**src/hw/isr_consts.vh**
```
// Constants for the serial register access slave.
`ifndef ISR_CONSTS_VH
`define ISR_CONSTS_VH

// ------------------------------------------------------------
// Mode strap and bus addressing
// ------------------------------------------------------------
`define ISR_MODE_I2C 2'h2
`define ISR_MODE_RST 2'h0
`define ISR_SLAVE_ADDR 7'h0A
`define ISR_IDX_RST 8'h00

// ------------------------------------------------------------
// Field positions and counts
// ------------------------------------------------------------
`define ISR_RW_BIT 0
`define ISR_LAST_BIT 3'h7
`define ISR_LAST_BYTE 2'h3
`define ISR_LINES_IDLE 2'h3

`endif

```
**src/hw/isr_i2c_slave.v**
```verilog
// Serial two-wire slave giving a host access to 32-bit registers.
`default_nettype none
`include "isr_consts.vh"

module isr_i2c_slave (
    // Clock and reset
    input wire clk,
    input wire rst_n,
    // Management mode strap
    input wire [1:0] mgmt_mode_strap,
    // Bus lines, open drain data
    input wire scl_in,
    input wire sda_in,
    output wire sda_out,
    output reg sda_oe,
    // Register access port
    output wire [9:0] reg_rd_addr,
    input wire [31:0] reg_rd_data,
    input wire reg_rd_hit,
    output reg [9:0] reg_done_addr,
    output reg reg_rd_done,
    output reg reg_wr_en,
    output reg [31:0] reg_wr_data,
    // Status
    output wire mgmt_en
);

// ------------------------------------------------------------
// States
// ------------------------------------------------------------
localparam [2:0] ST_IDLE = 3'h0;  // Ignore bus until a start
localparam [2:0] ST_CTRL = 3'h1;  // Receive control byte
localparam [2:0] ST_RADDR = 3'h2; // Receive register index
localparam [2:0] ST_WDATA = 3'h3; // Receive write data
localparam [2:0] ST_ACK = 3'h4;   // Drive our acknowledge
localparam [2:0] ST_RDATA = 3'h5; // Shift out read data
localparam [2:0] ST_MACK = 3'h6;  // Sample master acknowledge

// ------------------------------------------------------------
// Declarations
// ------------------------------------------------------------
reg [1:0] strap_reg;      // Captured strap value
reg strap_seen_reg;       // Strap caught after reset
reg [1:0] strap_sync1_reg; // First strap sync stage
reg [1:0] strap_sync2_reg; // Second strap sync stage
reg [1:0] sync1_reg;      // First sync stage {scl,sda}
reg [1:0] sync2_reg;      // Second sync stage
reg [1:0] samp_reg;       // Extra sample for filter
reg [1:0] samp2_reg;      // Second extra sample
reg [1:0] filt_reg;       // Filtered lines
reg [1:0] prev_reg;       // Filtered lines last cycle
reg [2:0] state_reg;      // Protocol state
reg [2:0] ack_next_reg;   // State after our acknowledge
reg [2:0] bit_cnt_reg;    // Bit within byte
reg byte_done_reg;        // Eight bits seen
reg [1:0] byte_cnt_reg;   // Byte within DWORD
reg rw_reg;               // Read when high
reg [7:0] shift_reg;      // Receive shifter
reg [23:0] wbuf_reg;      // First three write bytes
reg [31:0] tx_reg;        // Read snapshot shifter
reg [7:0] idx_reg;        // Internal DWORD index
reg multi_reg;            // A fourth byte was acked this read
wire scl_f;
wire sda_f;
wire scl_rise;
wire scl_fall;
wire start_det;
wire stop_det;
wire [31:0] rd_value;

// ------------------------------------------------------------
// Strap capture and enable
// ------------------------------------------------------------
// Strap pin is asynchronous: two flops before anything reads it
// No reset here, so the pipe is already full when reset lifts
always @(posedge clk) begin
    strap_sync1_reg <= mgmt_mode_strap;
    strap_sync2_reg <= strap_sync1_reg;
end

// Catch the strap on the first edge after reset release
always @(posedge clk) begin
    if (!rst_n) begin
        strap_reg <= `ISR_MODE_RST;
        strap_seen_reg <= 1'b0;
    end else if (!strap_seen_reg) begin
        // Strap must be steady for two cycles before release
        strap_reg <= strap_sync2_reg;
        strap_seen_reg <= 1'b1;
    end
end

// Slave only runs in the managed mode
assign mgmt_en = strap_seen_reg && (strap_reg == `ISR_MODE_I2C);

// ------------------------------------------------------------
// Line synchroniser and glitch filter
// ------------------------------------------------------------
// Two flops, then a high must hold three samples to pass; a low passes at once
always @(posedge clk) begin
    if (!rst_n) begin
        sync1_reg <= `ISR_LINES_IDLE;
        sync2_reg <= `ISR_LINES_IDLE;
        samp_reg <= `ISR_LINES_IDLE;
        samp2_reg <= `ISR_LINES_IDLE;
        filt_reg <= `ISR_LINES_IDLE;
        prev_reg <= `ISR_LINES_IDLE;
    end else begin
        sync1_reg <= {scl_in, sda_in};
        sync2_reg <= sync1_reg;
        samp_reg <= sync2_reg;
        samp2_reg <= samp_reg;
        // Set bits high over three samples, clear bits whose samples differ
        filt_reg <= (filt_reg & ~(sync2_reg ^ samp_reg)
                     & ~(samp_reg ^ samp2_reg))
                    | (sync2_reg & samp_reg & samp2_reg);
        prev_reg <= filt_reg;
    end
end

// Filter delay is tens of ns, far under a 400 kHz bit time
assign scl_f = filt_reg[1];
assign sda_f = filt_reg[0];
assign scl_rise = scl_f && !prev_reg[1];
assign scl_fall = !scl_f && prev_reg[1];
// Data moving while clock stays high marks start or stop
assign start_det = scl_f && prev_reg[1] && !sda_f && prev_reg[0];
assign stop_det = scl_f && prev_reg[1] && sda_f && !prev_reg[0];

// ------------------------------------------------------------
// Register port
// ------------------------------------------------------------
// Index with two zero bits appended gives byte address
assign reg_rd_addr = {idx_reg, 2'b00};
// Unused addresses read as zero
assign rd_value = reg_rd_hit ? reg_rd_data : 32'h0000_0000;
// Open drain: only ever pull low
assign sda_out = 1'b0;

// ------------------------------------------------------------
// Protocol engine
// ------------------------------------------------------------
// Bits sampled on clock rise, driven on clock fall
always @(posedge clk) begin
    if (!rst_n) begin
        state_reg <= ST_IDLE;
        ack_next_reg <= ST_IDLE;
        bit_cnt_reg <= 3'h0;
        byte_done_reg <= 1'b0;
        byte_cnt_reg <= 2'h0;
        rw_reg <= 1'b0;
        shift_reg <= 8'h00;
        wbuf_reg <= 24'h00_0000;
        tx_reg <= 32'h0000_0000;
        idx_reg <= `ISR_IDX_RST;
        multi_reg <= 1'b0;
        sda_oe <= 1'b0;
        reg_done_addr <= 10'h000;
        reg_rd_done <= 1'b0;
        reg_wr_en <= 1'b0;
        reg_wr_data <= 32'h0000_0000;
    end else begin
        reg_rd_done <= 1'b0;
        reg_wr_en <= 1'b0;
        if (!mgmt_en) begin
            // Interface disabled: stay off the bus
            state_reg <= ST_IDLE;
            sda_oe <= 1'b0;
        end else if (start_det || stop_det) begin
            // Abandon any transfer and release data at once
            state_reg <= start_det ? ST_CTRL : ST_IDLE;
            sda_oe <= 1'b0;
            bit_cnt_reg <= 3'h0;
            byte_done_reg <= 1'b0;
            byte_cnt_reg <= 2'h0;
            // New sequence forgets any earlier multiple read
            multi_reg <= 1'b0;
        end else if (scl_rise) begin
            case (state_reg)
                ST_CTRL, ST_RADDR, ST_WDATA, ST_RDATA: begin
                    // Msb first into the shifter
                    shift_reg <= {shift_reg[6:0], sda_f};
                    bit_cnt_reg <= bit_cnt_reg + 3'h1;
                    byte_done_reg <= (bit_cnt_reg == `ISR_LAST_BIT);
                end
                ST_MACK: begin
                    if (byte_cnt_reg == `ISR_LAST_BYTE) begin
                        // Whole DWORD sent: side effect now
                        reg_rd_done <= 1'b1;
                        reg_done_addr <= {idx_reg, 2'b00};
                        // Ack on fourth byte moves on, wraps at top
                        if (!sda_f) begin
                            idx_reg <= idx_reg + 8'h01;
                            multi_reg <= 1'b1;
                        end else if (multi_reg) begin
                            // Final register of a multiple read counts too
                            idx_reg <= idx_reg + 8'h01;
                        end else begin
                            // Lone register read: index stays put
                            idx_reg <= idx_reg;
                        end
                    end
                    if (sda_f) begin
                        // Nak: send nothing more this sequence
                        state_reg <= ST_IDLE;
                    end
                    // Four bytes per register on the wire
                    byte_cnt_reg <= byte_cnt_reg + 2'h1;
                end
                default: begin
                    // Idle and acknowledge ignore clock rise
                end
            endcase
        end else if (scl_fall) begin
            case (state_reg)
                ST_CTRL: begin
                    if (byte_done_reg) begin
                        byte_done_reg <= 1'b0;
                        if (shift_reg[7:1] == `ISR_SLAVE_ADDR) begin
                            // Address matches: acknowledge
                            state_reg <= ST_ACK;
                            sda_oe <= 1'b1;
                            rw_reg <= shift_reg[`ISR_RW_BIT];
                            ack_next_reg <= shift_reg[`ISR_RW_BIT]
                                            ? ST_RDATA : ST_RADDR;
                        end else begin
                            // Not ours: wait for next start
                            state_reg <= ST_IDLE;
                        end
                    end
                end
                ST_RADDR: begin
                    if (byte_done_reg) begin
                        // Index loaded now, kept if a start/stop follows
                        byte_done_reg <= 1'b0;
                        idx_reg <= shift_reg;
                        state_reg <= ST_ACK;
                        sda_oe <= 1'b1;
                        ack_next_reg <= ST_WDATA;
                    end
                end
                ST_WDATA: begin
                    if (byte_done_reg) begin
                        // Every write byte is acknowledged
                        byte_done_reg <= 1'b0;
                        state_reg <= ST_ACK;
                        sda_oe <= 1'b1;
                        ack_next_reg <= ST_WDATA;
                        wbuf_reg <= {wbuf_reg[15:0], shift_reg};
                        byte_cnt_reg <= byte_cnt_reg + 2'h1;
                        if (byte_cnt_reg == `ISR_LAST_BYTE) begin
                            // Commit only a full 32-bit word
                            reg_wr_en <= 1'b1;
                            reg_wr_data <= {wbuf_reg, shift_reg};
                            reg_done_addr <= {idx_reg, 2'b00};
                            idx_reg <= idx_reg + 8'h01;
                        end
                    end
                end
                ST_ACK: begin
                    // Release acknowledge, continue per direction
                    state_reg <= ack_next_reg;
                    bit_cnt_reg <= 3'h0;
                    sda_oe <= 1'b0;
                    // Only a read control byte leads straight into data
                    if (rw_reg) begin
                        // Read starts right after control ack
                        tx_reg <= {rd_value[30:0], 1'b0};
                        sda_oe <= !rd_value[31];
                    end
                end
                ST_RDATA: begin
                    if (byte_done_reg) begin
                        // Byte out: release for master acknowledge
                        byte_done_reg <= 1'b0;
                        state_reg <= ST_MACK;
                        sda_oe <= 1'b0;
                    end else begin
                        tx_reg <= {tx_reg[30:0], 1'b0};
                        sda_oe <= !tx_reg[31];
                    end
                end
                ST_MACK: begin
                    // Acked: next byte, fresh snapshot per DWORD
                    state_reg <= ST_RDATA;
                    bit_cnt_reg <= 3'h0;
                    if (byte_cnt_reg == 2'h0) begin
                        tx_reg <= {rd_value[30:0], 1'b0};
                        sda_oe <= !rd_value[31];
                    end else begin
                        tx_reg <= {tx_reg[30:0], 1'b0};
                        sda_oe <= !tx_reg[31];
                    end
                end
                default: begin
                    // Idle ignores clock fall
                    sda_oe <= 1'b0;
                end
            endcase
        end
    end
end

endmodule // isr_i2c_slave
`default_nettype wire

```
**config.mk**
```make
export PLATFORM = sky130hd
export DESIGN_NAME = isr_i2c_slave
export DESIGN_NICKNAME = d
export VERILOG_FILES = /design/src/hw/isr_i2c_slave.v
export VERILOG_INCLUDE_DIRS = /design/src /design/src/hw
export SDC_FILE = /design/constraint.sdc
export NUM_CORES = 1
export LEC_CHECK = 0
export BUFFER_PORTS_ARGS = -buffer_cell sky130_fd_sc_hd__buf_2
export CORE_ASPECT_RATIO = 1.4
export CORE_MARGIN = 2
export CORE_UTILIZATION = 40
export CTS_CLUSTER_SIZE = 28
export DETAILED_ROUTE_END_ITERATION = 16
export GPL_TIMING_DRIVEN = 0
export PLACE_DENSITY = 0.7
export SLEW_MARGIN = 30
export SYNTH_ARGS = -nofsm -noshare
export SYNTH_HDL_FRONTEND = slang
export SYNTH_SLANG_ARGS = --single-unit
```
**constraint.sdc**
```tcl
create_clock -name clk -period 1.7 [get_ports clk]
set_input_delay 0.255 -clock clk [delete_from_list [all_inputs] [get_ports clk]]
set_output_delay 0.255 -clock clk [all_outputs]
set_load 0.01 [all_outputs]
```
Word-level counts from Yosys, hierarchy flattened --
Index checks and enable logic that the tools add are counted.
Storage, ports and cells: flip-flop bits (word level) 150, output and inout port bits 57, word-level logic and storage cells 193
Cells by class: $add $sub $neg 3, eq/ne operators 29, multiplexer cells 67, bitwise operators 17, reduce and logical (&&, ||, !) cells 51
Operator list (count):
- 32-bit 2-to-1 mux | 4
- 32-bit one-hot mux with 3 select lines | 1
- 8-bit 2-to-1 mux | 9
- 10-bit 2-to-1 mux | 6
- 3-bit 2-to-1 mux | 18
- 7-bit AND reduction | 4
- 1-bit 2-to-1 mux | 19
- 3-bit nonzero test | 6
- 8-bit one-hot mux with 2 select lines | 1
- 3-bit one-hot mux with 5 select lines | 1
- 5-bit AND reduction | 3
- 2-bit nonzero test | 7
- 3-bit == test (second input constant) | 4
- 2-bit 2-to-1 mux | 6
- 4-bit AND reduction | 3
- 6-bit AND reduction | 2
- 2-bit != test (second input constant) | 5
- 10-bit AND reduction | 1
- 3-bit by 2-bit != test with 1-bit output (second input constant) | 3
- 3-bit != test (second input constant) | 3
- 8-bit by 1-bit adder with 8-bit output (second input constant) | 1
- 2-bit bitwise AND | 4
- 1-bit logical AND | 8
- 2-bit by 1-bit != test with 1-bit output (second input constant) | 4
- 26 further kinds | 44

Longest topological paths before layout --
Gate-level depths: netlist of the first run.
depth after elaboration 7, depth in mapped cells 9

Worst setup path after synthesis of the first run --
Ideal clock, no wire load.
kind register -> register, start point reg filt_reg[1], end point reg reg_done_addr[8], library setup time 0.114 ns, arrival 1.792 ns, data required time 1.586 ns, path slack -0.206 ns, stages on the path, launching flop included 10, buffers on the path 2, period minus slack after synthesis 1.906 ns, path through dfxtp_1 > inv_1 > ha_1 > nor3b_1 > a31oi_1 > or4_1 > buf_2 > buf_6 > nand3_2 > o21ai_2
On the way: cells in the longest elaborated chain, start to end 6, elaborated cells on any way between the ends 16, classes of those cells eq/ne: 1; mux: 1; bitwise: 1; reduce/logical: 13
RTL lines:
- start, declared | RTL line isr_i2c_slave.v:50 | reg [1:0] filt_reg;
- start signal, assigned | RTL line isr_i2c_slave.v:106 | filt_reg <= `ISR_LINES_IDLE;
- start signal, assigned | RTL line isr_i2c_slave.v:114 | filt_reg <= (filt_reg & ~(sync2_reg ^ samp_reg)
- 1-bit logical AND | RTL line isr_i2c_slave.v:127, isr_i2c_slave.v:128
- 1-bit logical AND (on tied branches) (2 in a row) | RTL line isr_i2c_slave.v:127, isr_i2c_slave.v:128
- 1-bit logical OR | RTL line isr_i2c_slave.v:169 | end else if (start_det || stop_det) begin
- 1-bit inverter (no source line)
- 6-bit AND reduction (no source line)
- end signal, assigned | RTL line isr_i2c_slave.v:190 | reg_done_addr <= {idx_reg, 2'b00};
- end signal, assigned | RTL line isr_i2c_slave.v:255 | reg_done_addr <= {idx_reg, 2'b00};
- end, declared | RTL line isr_i2c_slave.v:20 | output reg [9:0] reg_done_addr,
Parallel ways exist; a longest one is shown, timed or not. A chain may end at the register's enable or synchronous reset.

Worst setup path after layout of the first run --
start point reg prev_reg[1], end point reg reg_wr_data[17]
On the way: cells in the longest elaborated chain, start to end 6, elaborated cells on any way between the ends 12, classes of those cells bitwise: 2; reduce/logical: 10
RTL lines:
- start, declared | RTL line isr_i2c_slave.v:51 | reg [1:0] prev_reg;
- start signal, assigned | RTL line isr_i2c_slave.v:107 | prev_reg <= `ISR_LINES_IDLE;
- start signal, assigned | RTL line isr_i2c_slave.v:117 | prev_reg <= filt_reg;
- 1-bit logical AND | RTL line isr_i2c_slave.v:127, isr_i2c_slave.v:128
- 1-bit logical AND (on tied branches) (2 in a row) | RTL line isr_i2c_slave.v:127, isr_i2c_slave.v:128
- 1-bit logical OR | RTL line isr_i2c_slave.v:169
- 1-bit inverter (no source line)
- 7-bit AND reduction (no source line) (*)
- end signal, assigned | RTL line isr_i2c_slave.v:254 | reg_wr_data <= {wbuf_reg, shift_reg};
- end, declared | RTL line isr_i2c_slave.v:23 | output reg [31:0] reg_wr_data,
Every way passes the cells marked *; elsewhere a longest branch is shown, timed or not.

==> flow_summary_export.csv, run 1 <==
group,metric,value,unit
clocking,cts-htree-levels,4,
synthesis,synth_edf_count,0,
layout,area_delta_synth_final,50.8,%
clocking,clk_pin_slew,70,ps
synthesis,ys_types,62,
layout,final_cell_mix,"dfxtp_1 (137), nand2_1 (119), buf_2 (92)",
placed_design,pre_cts_ws,-614,ps
route,wl_per_cell,16.3,um
floorplan,ioPinCount,96,
setup_path,r2r_slack,-220,ps
setup_path,rr_startpoint,"prev_reg[1]",
route,vias,6205,
synthesis,synthFlopType,"dfxtp_1",
sta,worst_slew_pin_slew,814,ps
route,viasPerCell,5.42,
run,drv_cap,0,
synthesis,ys_seq_area_share,47.1,%
layout,fillers,1271,
synthesis,avgSynthCellArea,8.17,um^2
route,drc,0,
setup_path,crit_fanout,7,
sta,fin_ws,-220,ps
sta,finalCriticalPeriod,1920,ps
clocking,cts_tree,"built",
route,dr.pass1.iters,6,
global_route,grt_max_degree,19,
clocking,cts-buffers-inserted,17,
synthesis,yosys_warnings,0,
layout,final_common_cell,"dfxtp_1",
sta,skew,10.6,ps
sta,setup_viol,112,
layout,drive_gt1_share,46.1,%
setup_path,startpoint,"prev_reg[1]",
clocking,cts.sinks,147,
sta,period_share,113,%
sta,rsz0062_at_grt,"true",
synthesis,syn-cell-area,6250,um^2
route,ant_nets,0,
setup_path,end_kind,"flop",
floorplan,die_y,152,um
synthesis,ys_ff_latch,147,
power,ir_drop,0.000477,V
synthesis,synth_cells,765,
setup_path,reg2reg_depth,8,
power,p_leak,3.55,nW
floorplan,row_count,54,
route,drt-initial-drc-count,391,
layout,antenna_cells,0,
clocking,clockBufferDepth,2,
global_route,grt_overflow,0,
setup_path,arrival,2220,ps
setup_path,required,2000,ps
setup_path,r2r_end,"reg_wr_data[17]",
placed_design,io_buffers,90,
setup_path,endpoint,"reg_wr_data[17]",
outcome,violations,"negative setup slack",
outcome,status,"finished, violations left",
placed_design,dpl.hpwl,11200,um
global_route,grt_pass1_wl,28700,um
floorplan,core-area,15400,um^2
sta,hold_viol_final,0,
layout,layout.nets,984,
setup_path,start_kind,"flop",
synthesis,async_flop_share,0,%
power,pwr_density_cell,799,nW/um^2
global_route,grt_usage,21.5,%
global_route,grt_pass1_vias,5964,
sta,setup-tns-final,-16860,ps
layout,largest_reg_flops,32,
layout,ff_latch_area,2970,um^2
worst_hold_path,hold_class,"primary input to flop",
sta,fmax,521,MHz
floorplan,design.die.area,16700,um^2
sta,slew_headroom,45.7,%
placed_design,place_congestion,0.899,
clocking,insertion_delay,430,ps
clocking,cts_root_buf,"clkbuf_16",
floorplan,fp.dieW,110,um
layout,multi_input_area,3860,um^2
sta,finalMaxSlewViolations,0,
route,routed_wl,18700,um
floorplan,start_util,40.6,%
global_route,antenna_found_initial,0,
setup_path,critical_path_class,"flop to flop",
stage by stage:
stage	total power [mW]	util, %	area [um^2]	hold WS [ps]	std cells
floorplan	3.69	-	6330	283	769
global placement	3.79	45.6	7030	312	1055
detailed placement	3.79	45.6	7030	312	1055
CTS	7.55	56.6	8720	3.74	1134
global route	7.78	61.2	9420	8.58	1144
finish	7.53	61.2	9420	8.84	1144
layer usage:
metal / global-route usage [%] / wire [um] / part of all wire (%) / up-vias
met5: 0 / 0 / 0 / -
met4: 8.86 / 559 / 3.0 / 0
met3: 4.89 / 849 / 4.5 / 50
met2: 37.2 / 10000 / 54 / 197
met1: 25.0 / 7260 / 39 / 2967
li1: - / - / - / 2991
worst max-delay path, stage by stage (launching register included):
cell	delay, ps
dfxtp_4	380
inv_4	40
ha_4	180
nor2b_4	160
o2111ai_4	160
or3_4	520
clkbuf_16	210
nand2_2	70
a21oi_1	60
Yosys cell counts (7+ instances only):
| cell | n | area (um^2) |
|---|---|---|
| nor2_1 | 56 | 210 |
| and2_1 | 7 | 43.8 |
| buf_2 | 22 | 110 |
| nand2b_1 | 11 | 68.8 |
| inv_1 | 14 | 52.6 |
| ha_1 | 10 | 125 |
| o21ai_2 | 9 | 78.8 |
| o21ai_0 | 27 | 135 |
| clkbuf_1 | 36 | 135 |
| nand3_1 | 47 | 235 |
| nand2_1 | 177 | 664 |
| a311oi_1 | 32 | 280 |
| dfxtp_1 | 147 | 2940 |
| a21oi_1 | 76 | 380 |
how the worst min path moves through the flow:
stage / startpoint / cells after the start / end
finish: sda_in / 2 / sync1_reg[0]
global placement: strap_sync1_reg[0] / 0 / strap_sync2_reg[0]
floorplan: rst_n / 0 / strap_seen_reg
CTS: sda_in / 2 / sync1_reg[0]
detailed placement: strap_sync1_reg[0] / 0 / strap_sync2_reg[0]
global route: sda_in / 2 / sync1_reg[0]
kinds of logic after synthesis:
group	Yosys count	synth area share, %
adders and majority gates	10	2.00
AOI/OAI and AO/OA	181	19.1
and+or+nand+nor	337	24.4
xor gates and xnor gates	3	0.721
buffers and inverters	81	5.81
DFF	147	47.1
muxes	5	0.801
other	1	0.0600
where the power goes:
part / internal [mW] / total [mW] / switching [mW]
Sequential: 3.45 / 3.46 / 0.0107
Combinational: 0.115 / 0.305 / 0.191
Clock: 2.00 / 3.76 / 1.77
Total: 5.56 / 7.53 / 1.97
what timing repair did:
| action | in CTS | in global routing |
|---|---|---|
| endpoints found under the hold margin | 4 | 0 |
| hold buffers | 4 | 0 |
| gates resized for setup | 189 | 180 |
| cloned | 10 | 4 |
| setup buffers | 36 | 14 |
| endpoints found under the setup margin | 125 | 126 |
| pin swaps | 100 | 81 |
area by class of cell:
class	count	area share, %
flip-flops and latches	147	31.5
multi-input cells	541	41.0
well taps	196	2.60
clock inverters	15	1.95
clock buffers	17	4.51
inverters	15	0.704
repair buffers	153	12.5
plain buffers	60	5.31
No activity file was read; power rests on OpenSTA's default activity.
==> run 2, diff against run 1 <==
--- a/config.mk
+++ b/config.mk
@@ -9,11 +9,11 @@
 export BUFFER_PORTS_ARGS = -buffer_cell sky130_fd_sc_hd__buf_2
 export CORE_ASPECT_RATIO = 1.4
 export CORE_MARGIN = 2
-export CORE_UTILIZATION = 40
+export CORE_UTILIZATION = 39
 export CTS_CLUSTER_SIZE = 28
 export DETAILED_ROUTE_END_ITERATION = 16
 export GPL_TIMING_DRIVEN = 0
-export PLACE_DENSITY = 0.7
+export PLACE_DENSITY = 0.69
 export SLEW_MARGIN = 30
 export SYNTH_ARGS = -nofsm -noshare
 export SYNTH_HDL_FRONTEND = slang
==> run 2 against run 1 <==
The run still ends with negative setup slack left. Die area up 2.5%. Total power is 0.28% higher. Non-clock buffer count down 4. Flip-flop and latch count unchanged. Hold slack better by 98 ps. Via count fell by 0.29%. Routed wire length up 0.19%. Worst setup slack got worse by 29 ps. Largest cell class unchanged. Largest power group unchanged.
==> flow_summary_export.csv, run 2 (synthesized netlist as in run 1, its figures left out) <==
group,metric,value,unit
outcome,status,"finished, violations left",
outcome,violations,"negative setup slack",
global_route,grt_busiest_layer,"met2",
layout,layout.nets,980,
sta,fmax,513,MHz
layout,area_delta_synth_final,49.8,%
placed_design,place_congestion,0.925,
clocking,cts-buffers-inserted,17,
setup_path,required,1980,ps
setup_path,crit_fanout,5,
clocking,cts-htree-levels,4,
sta,fin_ws,-248,ps
power,sw_frac_of_total,26.5,%
clocking,cts_tree,"built",
power,pwr_density_cell,807,nW/um^2
route,ant_nets,0,
setup_path,r2r_slack,-250,ps
setup_path,start_kind,"flop",
sta,hold_viol_final,0,
sta,period_share,115,%
sta,rsz0062_at_grt,"true",
power,power_switching,2.00,mW
placed_design,io_buffers,90,
sta,finalCriticalPeriod,1950,ps
setup_path,critical_path_class,"flop to flop",
clocking,clockBufferDepth,2,
route,drt-initial-drc-count,313,
global_route,use_met3,3.51,%
placed_design,dpl.hpwl,11200,um
placed_design,postPlaceCellArea,7030,um^2
sta,skew,12.5,ps
floorplan,fp.dieW,111,um
global_route,antenna_found_initial,0,
placed_design,pre_cts_ws,-562,ps
clocking,cts.sinks,147,
setup_path,arrival,2230,ps
global_route,grt_max_degree,19,
global_route,grt_pass1_vias,6004,
power,ir_drop,0.000652,V
layout,fin_area,9360,um^2
sta,worst_slew_pin_slew,767,ps
route,viasPerCell,5.43,
sta,setup_viol,109,
floorplan,start_util,40.0,%
power,power_frac_seq,45.9,%
clocking,cts_root_buf,"clkbuf_16",
floorplan,row_count,54,
setup_path,end_kind,"flop",
route,dr.pass1.iters,5,
worst_hold_path,hold_class,"primary input to flop",
global_route,grt_pass1_wl,29000,um
sta,slew_headroom,48.9,%
power,clkPwrFrac,50.1,%
floorplan,design.die.area,17100,um^2
layout,final_common_cell,"dfxtp_1",
run,drv_cap,0,
layout,drive_gt1_share,47.8,%
route,wl_per_cell,16.4,um
global_route,grt_util_met2,37.6,%
sta,finalMaxSlewViolations,0,
layout,antenna_cells,0,
global_route,grt_usage,20.8,%
power,p_int,5.55,mW
floorplan,ioPinCount,96,
global_route,use_met1,23.1,%
layout,final_cell_mix,"dfxtp_1 (135), nand2_1 (121), buf_2 (91)",
layout,largest_reg_flops,32,
power,combPwrFrac,4.0,%
route,vias,6187,
global_route,grt_overflow,0,
route,drc,0,
clocking,insertion_delay,440,ps
power,p_leak,3.46,nW
clocking,clk_pin_slew,70,ps
floorplan,die_y,154,um
route,routed_wl,18700,um
floorplan,core-area,15600,um^2
[run 2: cell count changes in the layout (fill, tap and decap cells not counted), sizes merged]
cell,change
buf,-2
clkbuf,-2
clkdlybuf4s15,-1
clkinvlp,+1
dlygate4sd3,+1
inv,-1
[run 2: per-stage QoR]
step	hold WS (ps)	power [mW]	setup TNS, ps	cells	utilization [%]
finish	107	7.55	-11940	1140	60.0
global route	108	7.77	-20110	1140	60.0
CTS	98.3	7.56	-10690	1125	55.5
detailed placement	312	3.79	-39590	1055	45.0
global placement	315	3.79	-37070	1055	45.0
floorplan	283	3.69	-3460	769	-
[run 2: worst max-delay path: stages, from the launching register on]
cell and delay (ps):
dfxtp_4 380, inv_4 40, ha_4 240, inv_2 130, a31oi_2 140, or3_4 400, buf_4 150, o21ai_1 220
a21oi_2 100
[run 2: final cells by class]
class / instances / area [um^2]
Tap cell: 196 / 245
Clock buffer: 17 / 425
Buffer: 60 / 499
Sequential cell: 147 / 2970
Multi-Input combinational cell: 541 / 3920
Timing Repair Buffer: 149 / 1050
Clock inverter: 15 / 185
Fill cell: 1262 / 6240
Inverter: 15 / 68.8
[run 2: final timing paths]
kind / start / endpoint / cells after the start
worst max-delay path: filt_reg[1] / idx_reg[0] / 8
worst min register to register: strap_sync1_reg[0] / strap_sync2_reg[0] / 0
worst max register to register: filt_reg[1] / idx_reg[0] / 8
worst min-delay path: reg_rd_data[5] / tx_reg[6] / 3
[run 2: power by group through the flow]
| stage | clock [mW] | combinational, mW | sequential, mW |
|---|---|---|---|
| 2_1_floorplan | 0 | 0.144 | 3.55 |
| 5_1_grt | 3.98 | 0.329 | 3.46 |
| 6_report | 3.79 | 0.303 | 3.46 |
| 4_1_cts | 3.82 | 0.275 | 3.47 |
| 3_3_place_gp | 0 | 0.241 | 3.55 |
| 3_5_place_dp | 0 | 0.242 | 3.55 |
[run 2: routing by layer]
layer  up-vias  part of all wire, %
met5         -                    0
met2       209                   53
li1       2981                    -
met4         0                  4.2
met1      2938                   38
met3        59                  4.7
[run 2: what timing repair did]
item | 4_1_cts | 5_1_grt
setup buffers | 28 | 18
gates cloned | 9 | 2
hold buffers | 5 | 0
gates resized for setup | 228 | 165
hold endpoints to repair | 5 | 0
setup endpoints to repair | 125 | 126
pin swaps | 114 | 50
==> run 3, diff against run 2 <==
--- a/config.mk
+++ b/config.mk
@@ -14,7 +14,8 @@
 export DETAILED_ROUTE_END_ITERATION = 16
 export GPL_TIMING_DRIVEN = 0
 export PLACE_DENSITY = 0.69
-export SLEW_MARGIN = 30
+export SKIP_CTS_REPAIR_TIMING = 1
+export SLEW_MARGIN = 20
 export SYNTH_ARGS = -nofsm -noshare
 export SYNTH_HDL_FRONTEND = slang
 export SYNTH_SLANG_ARGS = --single-unit
==> run 3 against run 2 <==
The run still ends with negative setup slack left. Critical path depth down 1. Via count down 2.1%. Cell count is 1.2% lower.
==> flow_summary_export.csv, run 3 (synthesized netlist as in run 1, its figures left out) <==
group,metric,value,unit
outcome,status,"finished, violations left",
outcome,violations,"negative setup slack",
global_route,antenna_found_initial,0,
setup_path,arrival,2290,ps
route,viasPerCell,5.38,
power,ir_drop,0.000609,V
floorplan,start_util,40.0,%
layout,layout.nets,966,
clocking,cts_root_buf,"clkbuf_16",
clocking,cts-buffers-inserted,17,
setup_path,r2r_end,"tx_reg[31]",
setup_path,startpoint,"byte_cnt_reg[0]",
clocking,clk_pin_slew,70,ps
clocking,insertion_delay,430,ps
setup_path,required,2030,ps
run,drv_cap,0,
placed_design,dpl.hpwl,11200,um
global_route,use_met3,3.15,%
placed_design,io_buffers,90,
setup_path,crit_fanout,10,
sta,slew_headroom,48.0,%
route,routed_wl,17700,um
sta,hold_slack,5.69,ps
setup_path,r2r_slack,-260,ps
route,wl_per_cell,15.7,um
setup_path,reg2reg_depth,7,
worst_hold_path,holdCritStartpoint,"sda_in",
layout,fin_area,8780,um^2
placed_design,postPlaceCellArea,7030,um^2
layout,ff_latch_area,2960,um^2
floorplan,row_count,54,
layout,final_cell_mix,"nand2_1 (150), dfxtp_1 (139), buf_2 (95)",
floorplan,fp.dieW,111,um
sta,skew,9.16,ps
worst_hold_path,hold_class,"primary input to flop",
sta,fin_ws,-259,ps
setup_path,critical_path_class,"flop to flop",
route,ant_nets,0,
sta,finalCriticalPeriod,1960,ps
setup_path,start_kind,"flop",
setup_path,end_kind,"flop",
layout,area_delta_synth_final,40.5,%
sta,worst_slew_pin_slew,780,ps
layout,final_common_cell,"nand2_1",
floorplan,core-area,15600,um^2
sta,setup_viol,114,
placed_design,place_congestion,0.925,
layout,drive_gt1_share,38.2,%
sta,rsz0062_at_grt,"true",
clocking,cts-htree-levels,4,
placed_design,pre_cts_ws,-562,ps
layout,multi_input_area,3530,um^2
layout,instances_no_fill,1126,
layout,antenna_cells,0,
power,p_leak,3.32,nW
sta,finalMaxSlewViolations,0,
route,dr.pass1.iters,5,
global_route,grt_overflow,0,
layout,largest_reg_flops,32,
power,pwr_density_cell,857,nW/um^2
route,drt-initial-drc-count,356,
global_route,use_met1,22.3,%
global_route,grt_usage,18.9,%
sta,hold_viol_final,0,
global_route,grt_pass1_vias,5414,
sta,period_share,115,%
setup_path,endpoint,"tx_reg[31]",
global_route,grt_busiest_layer,"met2",
floorplan,design.die.area,17100,um^2
global_route,grt_util_met2,32.9,%
clocking,clockBufferDepth,2,
clocking,cts_tree,"built",
floorplan,die_y,154,um
clocking,cts.sinks,147,
route,vias,6058,
global_route,grt_max_degree,19,
setup_path,rr_startpoint,"byte_cnt_reg[0]",
sta,fmax,510,MHz
placed_design,post-place-cells,1055,
layout,fillers,1343,
global_route,grt_pass1_wl,26300,um
route,drc,0,
floorplan,ioPinCount,96,
[run 3: cell types whose count changed in the layout (fill, tap and decap cells not counted), sizes merged]
cell           previous run  this run
buf                     175       156
clkbuf                   46        52
dlygate4sd3               5         3
clkdlybuf4s15             0         1
[run 3: per-stage QoR]
| stage | power (mW) | utilization [%] | setup TNS [ps] |
|---|---|---|---|
| 2_1_floorplan | 3.69 | - | -3460 |
| 3_3_place_gp | 3.79 | 45.0 | -37070 |
| 3_5_place_dp | 3.79 | 45.0 | -39590 |
| 4_1_cts | 7.53 | 48.9 | -36440 |
| 5_1_grt | 7.75 | 56.3 | -27630 |
| 6_report | 7.53 | 56.3 | -17270 |
[run 3: metal layers]
layer | vias to the layer above | part of all wire [%]
met1 | 2888 | 40
met4 | 0 | 2.8
li1 | 2951 | -
met5 | - | 0
met2 | 173 | 53
met3 | 46 | 4.2
[run 3: how the worst min path moves through the flow]
stage                     cells past startpoint                 end  slack [ps]
after floorplan                               0      strap_seen_reg         280
after global placement                        0  strap_sync2_reg[0]         310
after detailed placement                      0  strap_sync2_reg[0]         310
after CTS                                     1  strap_sync1_reg[1]         -90
after global routing                          2        sync1_reg[1]           6
final                                         2        sync1_reg[0]           6
[run 3: report_power, final]
| group | leakage (nW) | total [mW] | internal [mW] | switching (mW) |
|---|---|---|---|---|
| registers | 1.19 | 3.47 | 3.45 | 0.0123 |
| logic | 1.83 | 0.274 | 0.101 | 0.173 |
| clock network | 0.292 | 3.79 | 1.99 | 1.79 |
[run 3: critical path: stages, from the launching register on]
cell and delay [ps]:
dfxtp_1 370, inv_1 90, ha_1 250, nor3b_2 330
o21a_1 230, clkbuf_4 220, nand2_1 90, a311oi_2 280
[run 3: final cells by class]
cell class              count  share of cell area (%)
repair buffers            133                    10.2
flip-flops and latches    147                    33.7
plain buffers              62                    5.44
clock buffers              17                    4.84
multi-input cells         541                    40.2
clock inverters            15                    2.11
inverters                  15                   0.727
well taps                 196                    2.79
